### config.mk
export PLATFORM = sky130hd
export DESIGN_NAME = epp_ecp_port
export DESIGN_NICKNAME = d
export VERILOG_FILES = /design/src/hdl/ppt_pkg.sv /design/src/hdl/shared_byte_fifo.sv /design/src/hdl/epp_ecp_port.sv
export VERILOG_INCLUDE_DIRS = /design/src /design/src/hdl
export SDC_FILE = /design/constraint.sdc
export NUM_CORES = 1
export LEC_CHECK = 0
export ABC_AREA = 0
export ABC_CLOCK_PERIOD_IN_PS = 3300
export BUFFER_PORTS_ARGS = -buffer_cell sky130_fd_sc_hd__clkbuf_2
export CORE_MARGIN = 3
export CORE_UTILIZATION = 59
export CTS_CLUSTER_SIZE = 16
export DETAILED_ROUTE_END_ITERATION = 6
export PLACE_DENSITY = 0.8
export SYNTH_ARGS = -nofsm -noshare
export SYNTH_HDL_FRONTEND = slang
export SYNTH_SLANG_ARGS = --single-unit
### constraint.sdc
create_clock -name pclk -period 3.3 [get_ports pclk]
set_clock_uncertainty 0.05 [all_clocks]
set_input_delay 0 -clock pclk [delete_from_list [all_inputs] [get_ports pclk]]
set_output_delay 0 -clock pclk [all_outputs]
set_load 0.005 [all_outputs]
### src/hdl/ppt_map.svh
`ifndef PPT_MAP_SVH
`define PPT_MAP_SVH

// Register byte addresses on the APB side.
`define OFS_DATA     8'h00
`define OFS_STATUS   8'h04
`define OFS_CTRL     8'h08
`define OFS_EPP_ADDR 8'h0C
`define OFS_EPP_DATA 8'h10
`define OFS_COMPAT_MODE_FIFO    8'h14
`define OFS_DFIFO    8'h18
`define OFS_TEST_FIFO_PORT    8'h1C
`define OFS_AFIFO    8'h20
`define OFS_CONFIG_A    8'h24
`define OFS_CONFIG_B    8'h28
`define OFS_ECR      8'h2C

// Port control field positions.
`define CTRL_STROBE  0
`define CTRL_AUTOFD  1
`define CTRL_INIT_N  2
`define CTRL_SELIN   3
`define CTRL_ACKIEN  4
`define CTRL_DIR     5

// Extended control field positions.
`define ECR_MODE_LSB 5
`define ECR_MODE_MSB 7

// Reset and fixed values.
`define CTRL_RESET   6'h00
`define ECR_RESET    6'h00
`define DATA_RESET   8'h00
`define CONFIG_A_VALUE  8'h10
`define MODE_EPP     3'h4

// Cycle watchdog.
`define CLK_PERIOD_NS  40
`define EPP_TIMEOUT_NS 10000
`define EPP_TIMEOUT_CYC (`EPP_TIMEOUT_NS / `CLK_PERIOD_NS)

// Run-length expansion: a count of 63 yields 64 copies.
`define RLE_MAX_REPEAT 6'h3F

`endif

### src/hdl/ppt_pkg.sv
package ppt_pkg;

   typedef struct packed {
      logic       wait_n;
      logic       peripheral_interrupt_line;
      logic       busy;
      logic       ack_n;
      logic       perr;
      logic       select;
      logic       fault_n;
      logic [7:0] lines;
   } pin_in_t;

   typedef struct packed {
      logic       data_strobe_n;
      logic       addr_strobe_n;
      logic       write_n;
      logic       reset_n;
      logic       strobe_n;
      logic       autofd_n;
      logic       select_in_n;
      logic [7:0] lines_out;
      logic       lines_oe_n;
   } pin_out_t;

   typedef enum logic [2:0] {
      EPP_IDLE = 3'b001,
      EPP_STRB = 3'b010,
      EPP_DONE = 3'b100
   } epp_state_t;

endpackage

### src/hdl/shared_byte_fifo.sv
`timescale 1ns/1ps
`default_nettype none

module shared_byte_fifo
   import ppt_pkg::*;
#(
   parameter int WIDTH = 8,
   parameter int DEPTH = 16
) (
   input  wire logic             pclk,
   input  wire logic             presetn,
   input  wire logic             ce,
   input  wire logic             push,
   input  wire logic [WIDTH-1:0] din,
   input  wire logic             pop,
   output logic      [WIDTH-1:0] head,
   output logic                  full,
   output logic                  empty
);
   localparam int AW = $clog2(DEPTH);

   logic [WIDTH-1:0] mem [DEPTH];
   logic [AW-1:0]    wr_ptr_ff;
   logic [AW-1:0]    rd_ptr_ff;
   logic [AW:0]      count_ff;
   logic             do_push;
   logic             do_pop;

   assign do_push = push && !full;
   assign do_pop  = pop && !empty;
   assign full    = (count_ff == (AW+1)'(DEPTH));
   assign empty   = (count_ff == '0);
   assign head    = mem[rd_ptr_ff];

   always_ff @(posedge pclk) begin
      if (ce && do_push) begin
         mem[wr_ptr_ff] <= din;
      end
   end

   always_ff @(posedge pclk or negedge presetn) begin
      if (!presetn) begin
         wr_ptr_ff <= '0;
         rd_ptr_ff <= '0;
         count_ff  <= '0;
      end else if (ce) begin
         if (do_push) begin
            wr_ptr_ff <= wr_ptr_ff + 1'b1;
         end
         if (do_pop) begin
            rd_ptr_ff <= rd_ptr_ff + 1'b1;
         end
         if (do_push && !do_pop) begin
            count_ff <= count_ff + 1'b1;
         end else if (do_pop && !do_push) begin
            count_ff <= count_ff - 1'b1;
         end
      end
   end

endmodule // shared_byte_fifo

`default_nettype wire

### src/hdl/epp_ecp_port.sv
// Functional notes
// Stretch the APB read with wait states while peripheral_wait is low.
// Software sets port_direction_bit to 1 before a read, releasing lines.
// Host read of an EPP port asserts the data or address strobe.
// Keep waiting until peripheral_wait rises or the watchdog expires.
// Peripheral drives valid bytes, then raises peripheral_wait.
// On wait release, complete the read and drop the strobe used.
// Peripheral releases its byte lines after the strobe drops.
// Write indicator, direction and byte lines change only between cycles.
// write_indicator is low for a write transfer, high otherwise; the code also holds it low while idle with the direction bit clear.
// Peripheral interrupt is active high, passed through uninverted.
// Peripheral raises wait to acknowledge, lowers it when ready again.
// Data strobe marks data transfers, address strobe marks address ones.
// An active-low reset output returns the peripheral to its start mode.
// During a cycle control register may override only write_indicator.
// Software keeps control_direction_bit as required for reads.
// All four FIFO views share one 16-byte buffer.
// Status and control registers stay reachable in every mode.
// Config B reports chip-level interrupt and DMA selections live.
// Every port word is 8 bits wide.
// Optional run_length_code expansion of up to 64 copies per byte.
// A 10 us watchdog aborts a cycle and sets status bit 0.
// Byte lines are captured into read data when the wait line rises.
//
// Implementation choices: the APB interface to the registers and the placing of the registers.
`include "ppt_map.svh"
`timescale 1ns/1ps
`default_nettype none

module epp_ecp_port
   import ppt_pkg::*;
#(
   parameter int  WORD_W      = 8,
   parameter int  FIFO_DEPTH  = 16,
   parameter bit  RLE_SUPPORT = 1'b1
) (
   input  wire logic        pclk,
   input  wire logic        presetn,
   input  wire logic        ce,
   input  wire logic        psel,
   input  wire logic        penable,
   input  wire logic        pwrite,
   input  wire logic [7:0]  paddr,
   input  wire logic [31:0] pwdata,
   output logic      [31:0] prdata,
   output logic             pready,
   output logic             pslverr,
   input  wire pin_in_t     pins_in,
   input  wire logic [2:0]  chip_irq_sel,
   input  wire logic [2:0]  chip_dma_sel,
   output pin_out_t         pins_out,
   output logic             host_peripheral_interrupt_line
);
   localparam logic [7:0] TIMEOUT_CYC = 8'(`EPP_TIMEOUT_CYC);

   pin_in_t             sync1_ff;
   pin_in_t             sync2_ff;
   epp_state_t          state_ff;
   logic [7:0]          timer_ff;
   logic [WORD_W-1:0]   data_ff;
   logic [5:0]          ctrl_ff;
   logic [5:0]          ecr_ff;
   logic                timeout_ff;
   logic [5:0]          rep_ff;
   logic [31:0]         prdata_ff;
   logic                pready_ff;
   logic                pslverr_ff;
   pin_out_t            pins_ff;
   logic                host_peripheral_interrupt_line_ff;

   logic                setup;
   logic                xfer_done;
   logic                mode_epp;
   logic                epp_read_req;
   logic                wait_high;
   logic                abort;
   logic                finish;
   logic [WORD_W-1:0]   rd_val;
   logic                rd_err;
   logic [WORD_W-1:0]   fifo_head;
   logic                fifo_full;
   logic                fifo_empty;
   logic                fifo_push;
   logic [WORD_W-1:0]   fifo_din;
   logic                fifo_pop;
   logic                rle_load;
   logic                rep_step;

   function automatic logic is_epp_port(input logic [7:0] a);
      return (a == `OFS_EPP_ADDR) || (a == `OFS_EPP_DATA);
   endfunction

   function automatic logic is_fifo_read(input logic [7:0] a);
      return (a == `OFS_COMPAT_MODE_FIFO) || (a == `OFS_DFIFO) ||
             (a == `OFS_TEST_FIFO_PORT);
   endfunction

   // Every pin input passes two flip-flops before any logic looks at it.
   always_ff @(posedge pclk or negedge presetn) begin
      if (!presetn) begin
         sync1_ff <= '0;
         sync2_ff <= '0;
      end else if (ce) begin
         sync1_ff <= pins_in;
         sync2_ff <= sync1_ff;
      end
   end

   assign setup        = psel && !penable;
   assign xfer_done    = psel && penable && pready_ff;
   assign mode_epp     = (ecr_ff[`ECR_MODE_MSB-2:`ECR_MODE_LSB-2]
                          == `MODE_EPP);
   assign epp_read_req = setup && !pwrite && is_epp_port(paddr) &&
                         mode_epp && (state_ff == EPP_IDLE);
   assign wait_high    = sync2_ff.wait_n;
   assign abort        = (state_ff == EPP_STRB) && !wait_high &&
                         (timer_ff == TIMEOUT_CYC - 8'd1);
   assign finish       = (state_ff == EPP_STRB) && (wait_high || abort);

   // Read value and error answer for every access other than an EPP read.
   always_comb begin
      rd_val = '0;
      rd_err = 1'b0;
      unique case (paddr)
         `OFS_DATA: begin
            rd_val = ctrl_ff[`CTRL_DIR] ? sync2_ff.lines : data_ff;
         end
         `OFS_STATUS: begin
            rd_val = {!sync2_ff.busy, sync2_ff.ack_n, sync2_ff.perr,
                      sync2_ff.select, sync2_ff.fault_n, 2'b00,
                      timeout_ff};
         end
         `OFS_CTRL: begin
            rd_val = {2'b00, ctrl_ff};
         end
         `OFS_COMPAT_MODE_FIFO, `OFS_DFIFO, `OFS_TEST_FIFO_PORT: begin
            rd_val = fifo_head;
            rd_err = pwrite && fifo_full;
         end
         `OFS_AFIFO: begin
            rd_err = pwrite && fifo_full && !(RLE_SUPPORT && !pwdata[7]);
         end
         `OFS_CONFIG_A: begin
            rd_val = `CONFIG_A_VALUE;
         end
         `OFS_CONFIG_B: begin
            rd_val = {RLE_SUPPORT, sync2_ff.peripheral_interrupt_line, chip_irq_sel,
                      chip_dma_sel};
         end
         `OFS_ECR: begin
            rd_val = {ecr_ff, fifo_full, fifo_empty};
         end
         `OFS_EPP_ADDR, `OFS_EPP_DATA: begin
            rd_err = 1'b1;
         end
         default: begin
            rd_err = 1'b1;
         end
      endcase
   end

   // APB answer: zero wait states for plain registers, stretched for EPP-mode reads of the EPP ports.
   always_ff @(posedge pclk or negedge presetn) begin
      if (!presetn) begin
         pready_ff  <= 1'b0;
         prdata_ff  <= '0;
         pslverr_ff <= 1'b0;
      end else if (ce) begin
         if (xfer_done) begin
            pready_ff  <= 1'b0;
            pslverr_ff <= 1'b0;
         end else if (setup && !epp_read_req) begin
            pready_ff  <= 1'b1;
            prdata_ff  <= {24'h0000_00, rd_val};
            pslverr_ff <= rd_err;
         end else if (finish) begin
            pready_ff  <= 1'b1;
            prdata_ff  <= abort ? 32'h0000_0000
                                : {24'h0000_00, sync2_ff.lines};
            pslverr_ff <= abort;
         end
      end
   end

   // Read cycle sequencer and watchdog.
   always_ff @(posedge pclk or negedge presetn) begin
      if (!presetn) begin
         state_ff <= EPP_IDLE;
         timer_ff <= '0;
      end else if (ce) begin
         unique case (state_ff)
            EPP_IDLE: begin
               timer_ff <= '0;
               if (epp_read_req) begin
                  state_ff <= EPP_STRB;
               end
            end
            EPP_STRB: begin
               if (finish) begin
                  state_ff <= EPP_DONE;
               end else begin
                  timer_ff <= timer_ff + 8'd1;
               end
            end
            EPP_DONE: begin
               if (xfer_done) begin
                  state_ff <= EPP_IDLE;
               end
            end
         endcase
      end
   end

   // Strobes, write indicator, byte-line drive and the plain control lines
   // share one process so that the output struct has a single driver.
   always_ff @(posedge pclk or negedge presetn) begin
      if (!presetn) begin
         pins_ff.data_strobe_n <= 1'b1;
         pins_ff.addr_strobe_n <= 1'b1;
         pins_ff.write_n       <= 1'b1;
         pins_ff.lines_out     <= `DATA_RESET;
         pins_ff.lines_oe_n    <= 1'b1;
         pins_ff.reset_n       <= 1'b0;
         pins_ff.strobe_n      <= 1'b1;
         pins_ff.autofd_n      <= 1'b1;
         pins_ff.select_in_n   <= 1'b1;
      end else if (ce) begin
         pins_ff.reset_n     <= ctrl_ff[`CTRL_INIT_N];
         pins_ff.strobe_n    <= !ctrl_ff[`CTRL_STROBE];
         pins_ff.autofd_n    <= !ctrl_ff[`CTRL_AUTOFD];
         pins_ff.select_in_n <= !ctrl_ff[`CTRL_SELIN];
         if (epp_read_req) begin
            pins_ff.data_strobe_n <= (paddr != `OFS_EPP_DATA);
            pins_ff.addr_strobe_n <= (paddr != `OFS_EPP_ADDR);
            pins_ff.lines_oe_n    <= 1'b1;
            pins_ff.write_n       <= !ctrl_ff[`CTRL_STROBE];
         end else if (finish) begin
            pins_ff.data_strobe_n <= 1'b1;
            pins_ff.addr_strobe_n <= 1'b1;
         end else if (state_ff == EPP_IDLE) begin
            pins_ff.write_n    <= ctrl_ff[`CTRL_DIR] &&
                                  !ctrl_ff[`CTRL_STROBE];
            pins_ff.lines_oe_n <= ctrl_ff[`CTRL_DIR];
            pins_ff.lines_out  <= data_ff;
         end else if (state_ff != EPP_IDLE) begin
            pins_ff.write_n <= !ctrl_ff[`CTRL_STROBE];
         end
      end
   end

   // Host interrupt follows the synchronised peripheral line when enabled.
   always_ff @(posedge pclk or negedge presetn) begin
      if (!presetn) begin
         host_peripheral_interrupt_line_ff <= 1'b0;
      end else if (ce) begin
         host_peripheral_interrupt_line_ff <= sync2_ff.peripheral_interrupt_line && ctrl_ff[`CTRL_ACKIEN];
      end
   end

   // Software-visible registers.
   always_ff @(posedge pclk or negedge presetn) begin
      if (!presetn) begin
         data_ff <= `DATA_RESET;
         ctrl_ff <= `CTRL_RESET;
         ecr_ff  <= `ECR_RESET;
      end else if (ce && xfer_done && pwrite) begin
         unique case (paddr)
            `OFS_DATA: data_ff <= pwdata[WORD_W-1:0];
            `OFS_CTRL: ctrl_ff <= pwdata[5:0];
            `OFS_ECR:  ecr_ff  <= pwdata[7:2];
            default: begin
            end
         endcase
      end
   end

   // Watchdog flag: set on abort, cleared by a status read; set wins.
   always_ff @(posedge pclk or negedge presetn) begin
      if (!presetn) begin
         timeout_ff <= 1'b0;
      end else if (ce) begin
         if (abort) begin
            timeout_ff <= 1'b1;
         end else if (xfer_done && !pwrite && paddr == `OFS_STATUS) begin
            timeout_ff <= 1'b0;
         end
      end
   end

   // Run-length expansion: the head byte is returned rep_ff+1 times.
   assign rle_load  = RLE_SUPPORT && xfer_done && pwrite &&
                      (paddr == `OFS_AFIFO) && !pwdata[7];
   assign rep_step  = xfer_done && !pwrite && (paddr == `OFS_DFIFO) &&
                      !fifo_empty && (rep_ff != 6'h00);
   assign fifo_push = xfer_done && pwrite && !rle_load &&
                      ((paddr == `OFS_AFIFO) || is_fifo_read(paddr));
   assign fifo_din  = pwdata[WORD_W-1:0];
   assign fifo_pop  = xfer_done && !pwrite && is_fifo_read(paddr) &&
                      !rep_step;

   always_ff @(posedge pclk or negedge presetn) begin
      if (!presetn) begin
         rep_ff <= '0;
      end else if (ce) begin
         if (rle_load) begin
            rep_ff <= (pwdata[6:0] > 7'(`RLE_MAX_REPEAT)) ?
                      `RLE_MAX_REPEAT : pwdata[5:0];
         end else if (rep_step) begin
            rep_ff <= rep_ff - 6'h01;
         end
      end
   end

   shared_byte_fifo #(
      .WIDTH (WORD_W),
      .DEPTH (FIFO_DEPTH)
   ) u_fifo (
      .pclk    (pclk),
      .presetn (presetn),
      .ce      (ce),
      .push    (fifo_push),
      .din     (fifo_din),
      .pop     (fifo_pop),
      .head    (fifo_head),
      .full    (fifo_full),
      .empty   (fifo_empty)
   );

   assign prdata    = prdata_ff;
   assign pready    = pready_ff;
   assign pslverr   = pslverr_ff;
   assign pins_out  = pins_ff;
   assign host_peripheral_interrupt_line = host_peripheral_interrupt_line_ff;

endmodule // epp_ecp_port

`default_nettype wire

; ---- After elaboration in Yosys (flattened, before gate mapping)
; Memory sizes are Yosys's and may differ from the RTL's.
; Cells that the tools add are included.
; W data, S select, Z words.
[totals]
register_bits = 132
ramBits = 128
out_inout_bits = 51
word_cells = 194
mem_count = 1
[mem_list]
columns = name, depth, word_bits, read_ports, rd_clocked_by_memory_dff, wr, line
row1 = u_fifo.mem, 16, 8, 1, 0, 1, shared_byte_fifo.sv:22  ; logic [WIDTH-1:0] mem [DEPTH];
[op_classes]
addsub = 6
n_lt_le_gt_ge = 1
eq_ne = 25
mux = 35
bitwise = 3
n_reduce_logical = 84
[op_table]
columns = cell, n
row1 = $mux W32, 2
row2 = $pmux W8 S7, 1
row3 = $logic_and A1 B1 Y1, 34
row4 = $eq A8 B5 Y1 const B, 4
row5 = $eq A8 B6 Y1 const B, 4
row6 = $mux W8, 3
row7 = $reduce_and A2 Y1, 10
row8 = $mux W6, 3
row9 = $eq A8 B4 Y1 const B, 2
row10 = $mux W1, 16
row11 = $pmux W8 S2, 1
row12 = $logic_not A1 Y1, 15
row13 = $reduce_bool A2 Y1, 7
row14 = $mux W3, 4
row15 = $reduce_and A3 Y1, 4
row16 = $mux W5, 2
row17 = $ne A2 B2 Y1 const B, 5
row18 = $pmux W3 S3, 1
row19 = $add A4 B1 Y4 const B, 2
row20 = $add A8 B1 Y8 const B, 1
row21 = $eq A8 B3 Y1 const B, 1
row22 = $eq A8 B8 Y1 const B, 1
row23 = $logic_not A8 Y1, 1
row24 = $ne A8 B4 Y1 const B, 1
row25 = other kinds (20), 29

; ---- Logic depth before layout (Yosys ltp)
[depth]
word_depth = 13
mapped_depth = 14
ltp_nobuf = 13

; ---- Hierarchy
; A second synthesis with hierarchy kept.
[hier_totals]
hier_cells = 762
area_unflattened_um2 = 10801.6
[modules_own_cells]
columns = module, n_inst, cells_each, area_each_um2
row1 = shared_byte_fifo, 1, 297, 5800.6
row2 = epp_ecp_port, 1, 465, 5001.0

; ---- Worst setup path before layout
; Ideal clock, no wire load.
[synth_timing]
path_type = register -> register
from = register u_fifo.count_ff[0]
to = register u_fifo.count_ff[4]
setup_ns = 0.123
arrival_time_ns = 2.522
t_required_ns = 3.127
path_slack_ns = 0.606
path_stages_with_launch = 12
n_path_buf = 0
path_cell_list = dfrtp_1 nor4_1 a211oi_1 nand3_1 ha_1 inv_1 fa_1 a21o_1 a21oi_1 xnor2_1 nor2_1 xnor2_1
[synth_via]
elab_chain_len = 11
elab_cells_between_ends = 20
classes_between = add/sub: 2 / eq/ne: 1 / mux: 2 / reduce/logical: 15
[synth_lines]
columns = item, line
row1 = from (decl), shared_byte_fifo.sv:25  ; logic [AW:0] count_ff;
row2 = from (signal assigned), shared_byte_fifo.sv:54  ; count_ff <= count_ff + 1'b1;
row3 = from (signal assigned), shared_byte_fifo.sv:56  ; count_ff <= count_ff - 1'b1;
row4 = $logic_not A5 Y1, shared_byte_fifo.sv:32  ; assign empty = (count_ff == '0);
row5 = $logic_not A1 Y1, "shared_byte_fifo.sv:30, epp_ecp_port.sv:294"
row6 = $logic_and A1 B1 Y1 (2 in a row), epp_ecp_port.sv:293  ; assign rep_step = xfer_done && !pwrite && (paddr == `OFS_DFIFO) &&
row7 = $logic_not A1 Y1, epp_ecp_port.sv:299  ; !rep_step;
row8 = $logic_and A1 B1 Y1, epp_ecp_port.sv:298  ; assign fifo_pop = xfer_done && !pwrite && is_fifo_read(paddr) &&
row9 = $logic_and A1 B1 Y1, shared_byte_fifo.sv:30  ; assign do_pop = pop && !empty;
row10 = $logic_not A1 Y1, shared_byte_fifo.sv:53  ; if (do_push && !do_pop) begin
row11 = $logic_and A1 B1 Y1, shared_byte_fifo.sv:53
row12 = $reduce_bool A2 Y1 (no line), --
row13 = $reduce_and A2 Y1 (no line), --
; Several ways; a longest one is shown, not always the timed one. The select of a mux whose other input is x is not followed.
; A chain may end at the register's enable or synchronous reset.

; ---- Final worst setup path
[layout_timing]
from = input paddr[7]
to = memory u_fifo.mem[5][4] (enable)
[layout_via]
elab_chain_len = 10
elab_cells_between_ends = 16
classes_between = eq/ne: 4 / mux: 2 / reduce/logical: 10
[layout_lines]
columns = item, line
row1 = from (decl), epp_ecp_port.sv:43  ; input wire logic [7:0] paddr,
row2 = $eq A8 B6 Y1, --
row3 = $logic_and A1 B1 Y1 (2 in a row), epp_ecp_port.sv:291  ; assign rle_load = RLE_SUPPORT && xfer_done && pwrite &&
row4 = $logic_not A1 Y1, epp_ecp_port.sv:295  ; assign fifo_push = xfer_done && pwrite && !rle_load &&
row5 = $logic_and A1 B1 Y1, epp_ecp_port.sv:295
row6 = $logic_and A1 B1 Y1 (*), epp_ecp_port.sv:295
row7 = $logic_and A1 B1 Y1 (*), shared_byte_fifo.sv:29  ; assign do_push = push && !full;
row8 = $logic_and A1 B1 Y1 (*), shared_byte_fifo.sv:36  ; if (ce && do_push) begin
row9 = $mux W1 (*), shared_byte_fifo.sv:36
row10 = $mux W1 (implied by the code) (*), shared_byte_fifo.sv:37  ; mem[wr_ptr_ff] <= din;
row11 = to (decl), shared_byte_fifo.sv:22
; Mark *: on every way between the ends. The rest lies on a longest branch, timed or not.

==> metrics.csv <==
stage,metric,value,unit
status,outcome,finished with violations,
status,failing checks,"design-rule violations, negative hold slack",
setup_path,Worst R2R Start,pready$_DFFE_PN0P_,
route,post-DR vias/cell,6.37,
layout,final core occ,0.707,
timing,Slew Limit Fails,0,
timing,Final Worst Setup Slack,0.346,ns
route,metal3 WL,2420,µm
route,number of remaining DRC errors,1,
place,pre-CTS WS,0.371,ns
route,final wirelength,26100,µm
global_route,global-route wire length before repair,40800,µm
route,metal2 WL,12500,µm
synth,mux cell area share after synthesis,0.151,
route,1st-pass router iterations,7,
synth,dominant combinational cell family by area after synthesis,multiplexers,
timing,Max Clk Rate,338,MHz
setup_path,Critical Path Sink Type,register,
timing,final setup TNS,0,ns
clock_tree,Post-CTS Setup Inserts,0,
hold_path,Min-Delay Path Class,in -> async,
synth,library cells used by synthesis,72,
synth,"Seq/Total Area, Yosys",0.611,
route,DR top layer,met4,
synth,Syn Std Cell Area,0.0107,mm²
timing,RSZ-0062 raised after global routing,no,
clock_tree,post-cts resize count,0,
timing,WHS,-0.0125,ns
setup_path,crit path cell chain,dlygate4sd3_1 > clkbuf_2 > or4b_1 > o22ai_2 > nand4b_1 > nor3b_1 > and2_1,
place,placed cell count,1033,
route,routed vias,7069,
die,cell row count,48,
global_route,GRT Util Overall,0.265,
layout,area grow syn2layout,15.5,%
pwr,Leakage Power,4.86,nW
place,I/O Buffers,69,
die,Core ar.,0.0175,mm²
setup_path,Reg-to-Reg End,u_fifo.mem[5][4]$_DFFE_PP_,
clock_tree,CTS H-Tree Depth,1,
pwr,Worst VDD drop,0.000509,V
setup_path,"critical path fanouts, max",8,
die,Top Ports,118,
setup_path,crit path launch type,input pin,
global_route,total gr overflow,0,
synth,XOR/XNOR Fraction of Synth Area,0.0106,
die,Die Y,141,µm
job,Max Cap Viol,0,
clock_tree,later-pin clock latency in the skew report,0.52,ns
timing,final hold vios,7,
synth,synthesized area per cell,14.2,µm²
clock_tree,root buf cell,clkbuf_16,
layout,final cell count without fillers,1110,
layout,# fillers,1136,
synth,Synth Area in Compound Gates,0.0717,
timing,Slew HR,0.465,
global_route,largest net degree at the start of global routing,67,
global_route,vias in the first global route,7220,
route,"antenna viol nets, final",0,
synth,"FFs w/ async S/R, synth",0.458,
timing,Least-Margin Pin Slew,0.803,ns
route,wire length on met1,10300,µm
timing,setup violators final,0,
setup_path,WS Path Type,in -> reg,
clock_tree,Max clock buf depth,3,
die,DIE AREA,0.0198,mm²
setup_path,register-to-register setup slack,0.39,ns
synth,synthesized-area fraction occupied by and/or/nand/nor cells,0.105,
synth,number of synthesized flops with an enable pin,128,
clock_tree,total CTS buffers,25,
setup_path,Critical Path RT,3.41,ns
place,GPL Wtd Cong,0.939,
setup_path,Reg2Reg Depth,5,
die,Die W,141,µm
die,Starting Density,0.612,
synth,register bit total from synthesis,236,
clock_tree,total clock sinks,236,
synth,adder-cell share of the synthesized area,0.0159,
synth,Mapped Cells,758,
route,Iteration-0 DRC Markers,757,
pwr,PD cells,566,mW/mm²
layout,Total Nets Final,946,
layout,layout cells sized above 1,0.265,
clock_tree,hold buffer count at CTS,31,
setup_path,CP max-delay cell,or4b_1,
timing,Final Cycle Share,0.895,
place,Post-DP HPWL,17000,µm
clock_tree,clock slew at reported path FFs,0.06,ns
synth,Yosys warnings,0,
global_route,initial antenna violation count,0,
clock_tree,CTS tree,built,
timing,Tmin final,2.95,ns
route,wire length per cell,23.5,µm
synth,Synth Flop Type,edfxtp_1,
setup_path,Critical Path AT,3.06,ns
setup_path,Slowest Stage Delay on Critical Path,0.68,ns
kinds of logic after synthesis:
| family | Yosys count |
|---|---|
| adder cells (fa/ha/maj) | 13 |
| AO/OA/AOI/OAI | 115 |
| other | 1 |
| AND/OR/NAND/NOR | 192 |
| buffers and inverters | 70 |
| flip-flops | 236 |
| XOR/XNOR | 13 |
| multiplexers | 118 |
state kept, by name, indices dropped and copies added, names as in the netlist, 6 cells and up:
| signal | count |
|---|---|
| ctrl_ff | 6 |
| sync2_ff | 14 |
| u_fifo.mem | 128 |
| data_ff | 8 |
| sync1_ff | 15 |
| rep_ff | 6 |
| ecr_ff | 6 |
| prdata | 8 |
| timer_ff | 8 |
| pins_out | 16 |
through the flow:
stage          total power [mW]  area (µm²)
3_3_place_gp               4.08       11200
3_5_place_dp               4.13       11200
4_1_cts                    7.04       12400
2_1_floorplan              3.84       10800
6_report                   7.01       12400
5_1_grt                    7.23       12400
cells in the mapped netlist, types with 10 or more instances:
| cell type | number | area, µm² |
|---|---|---|
| clkbuf_1 | 12 | 45.0 |
| a31oi_1 | 12 | 75.1 |
| xnor2_1 | 10 | 87.6 |
| buf_2 | 11 | 55.1 |
| nor2b_1 | 12 | 75.1 |
| nand3_1 | 25 | 125 |
| o21ai_0 | 23 | 115 |
| dfrtp_1 | 100 | 2500 |
| mux4_2 | 27 | 608 |
| nor3_1 | 12 | 60.1 |
| inv_1 | 17 | 63.8 |
| and2_1 | 17 | 106 |
| nor2_1 | 28 | 105 |
| buf_4 | 25 | 188 |
| nand2b_1 | 11 | 68.8 |
| ha_1 | 12 | 150 |
| a21oi_1 | 23 | 115 |
| edfxtp_1 | 128 | 3840 |
| nand2_1 | 40 | 150 |
| o22ai_1 | 11 | 68.8 |
| mux2_2 | 55 | 619 |
| mux2i_1 | 24 | 240 |
critical path, delay by kind of cell:
family	cells	cell delay, ns
AOI/OAI and AO/OA	1	0.23
and+or+nand+nor	4	2.11
buffers and inverters	2	0.71
placed cells by master (no fill, tap or decap), drive strengths merged, types with 4 or more instances in the layout:
master	synthesis	layout
dlygate4sd3	0	31
dfstp	8	8
nor4b	6	6
mux4	27	27
nor4	5	5
and2	17	17
or3	4	4
and3	4	4
dfrtp	100	100
clkbuf	12	100
mux2i	24	24
nor3b	6	6
nor3	13	13
xnor2	10	10
buf	41	12
clkinv	0	7
ha	12	12
a31oi	12	12
nor2b	12	12
o21ai	23	23
o22ai	12	12
edfxtp	128	128
a21o	6	6
o31ai	4	4
conb	1	24
a211oi	6	6
nand4	8	8
nand2b	11	11
inv	17	19
nand3	25	25
nand2	40	40
nor2	28	28
o21a	5	5
a21oi	23	23
mux2	67	67
power breakdown:
part | internal (mW) | switching (mW)
Combinational | 0.307 | 0.357
Clock | 1.74 | 1.16
Sequential | 3.29 | 0.156
how the worst max path moves through the flow:
stage,from,endpoint,slack [ns],cells past startpoint
final,paddr[7],u_fifo.mem[5][4]$_DFFE_PP_,0.35,7
after global routing,paddr[7],u_fifo.count_ff[4]$_DFFE_PN0P_,0.25,14
after CTS,paddr[7],u_fifo.count_ff[4]$_DFFE_PN0P_,0.45,14
after detailed placement,paddr[5],u_fifo.count_ff[4]$_DFFE_PN0P_,0.37,13
after global placement,paddr[5],u_fifo.count_ff[4]$_DFFE_PN0P_,0.45,13
after floorplan,u_fifo.count_ff[0]$_DFFE_PN0P_,u_fifo.count_ff[4]$_DFFE_PN0P_,0.61,11
layout make-up:
class	instances	area, µm²	area share
sequential	236	6560	0.529
inverter	17	63.8	0.00515
multi-input combinational	475	3890	0.314
tap	225	282	0.0227
clock buffer	32	702	0.0566
timing repair buffer	111	741	0.0598
antenna	1	2.50	0.000202
clock inverter	13	158	0.0127
routing by layer:
metal,track usage,up-vias
met4,0.0954,0
met3,0.0546,66
li1,-,3063
met2,0.424,405
met1,0.367,3535
met5,0,-
Power figures use the tool's default switching activity.
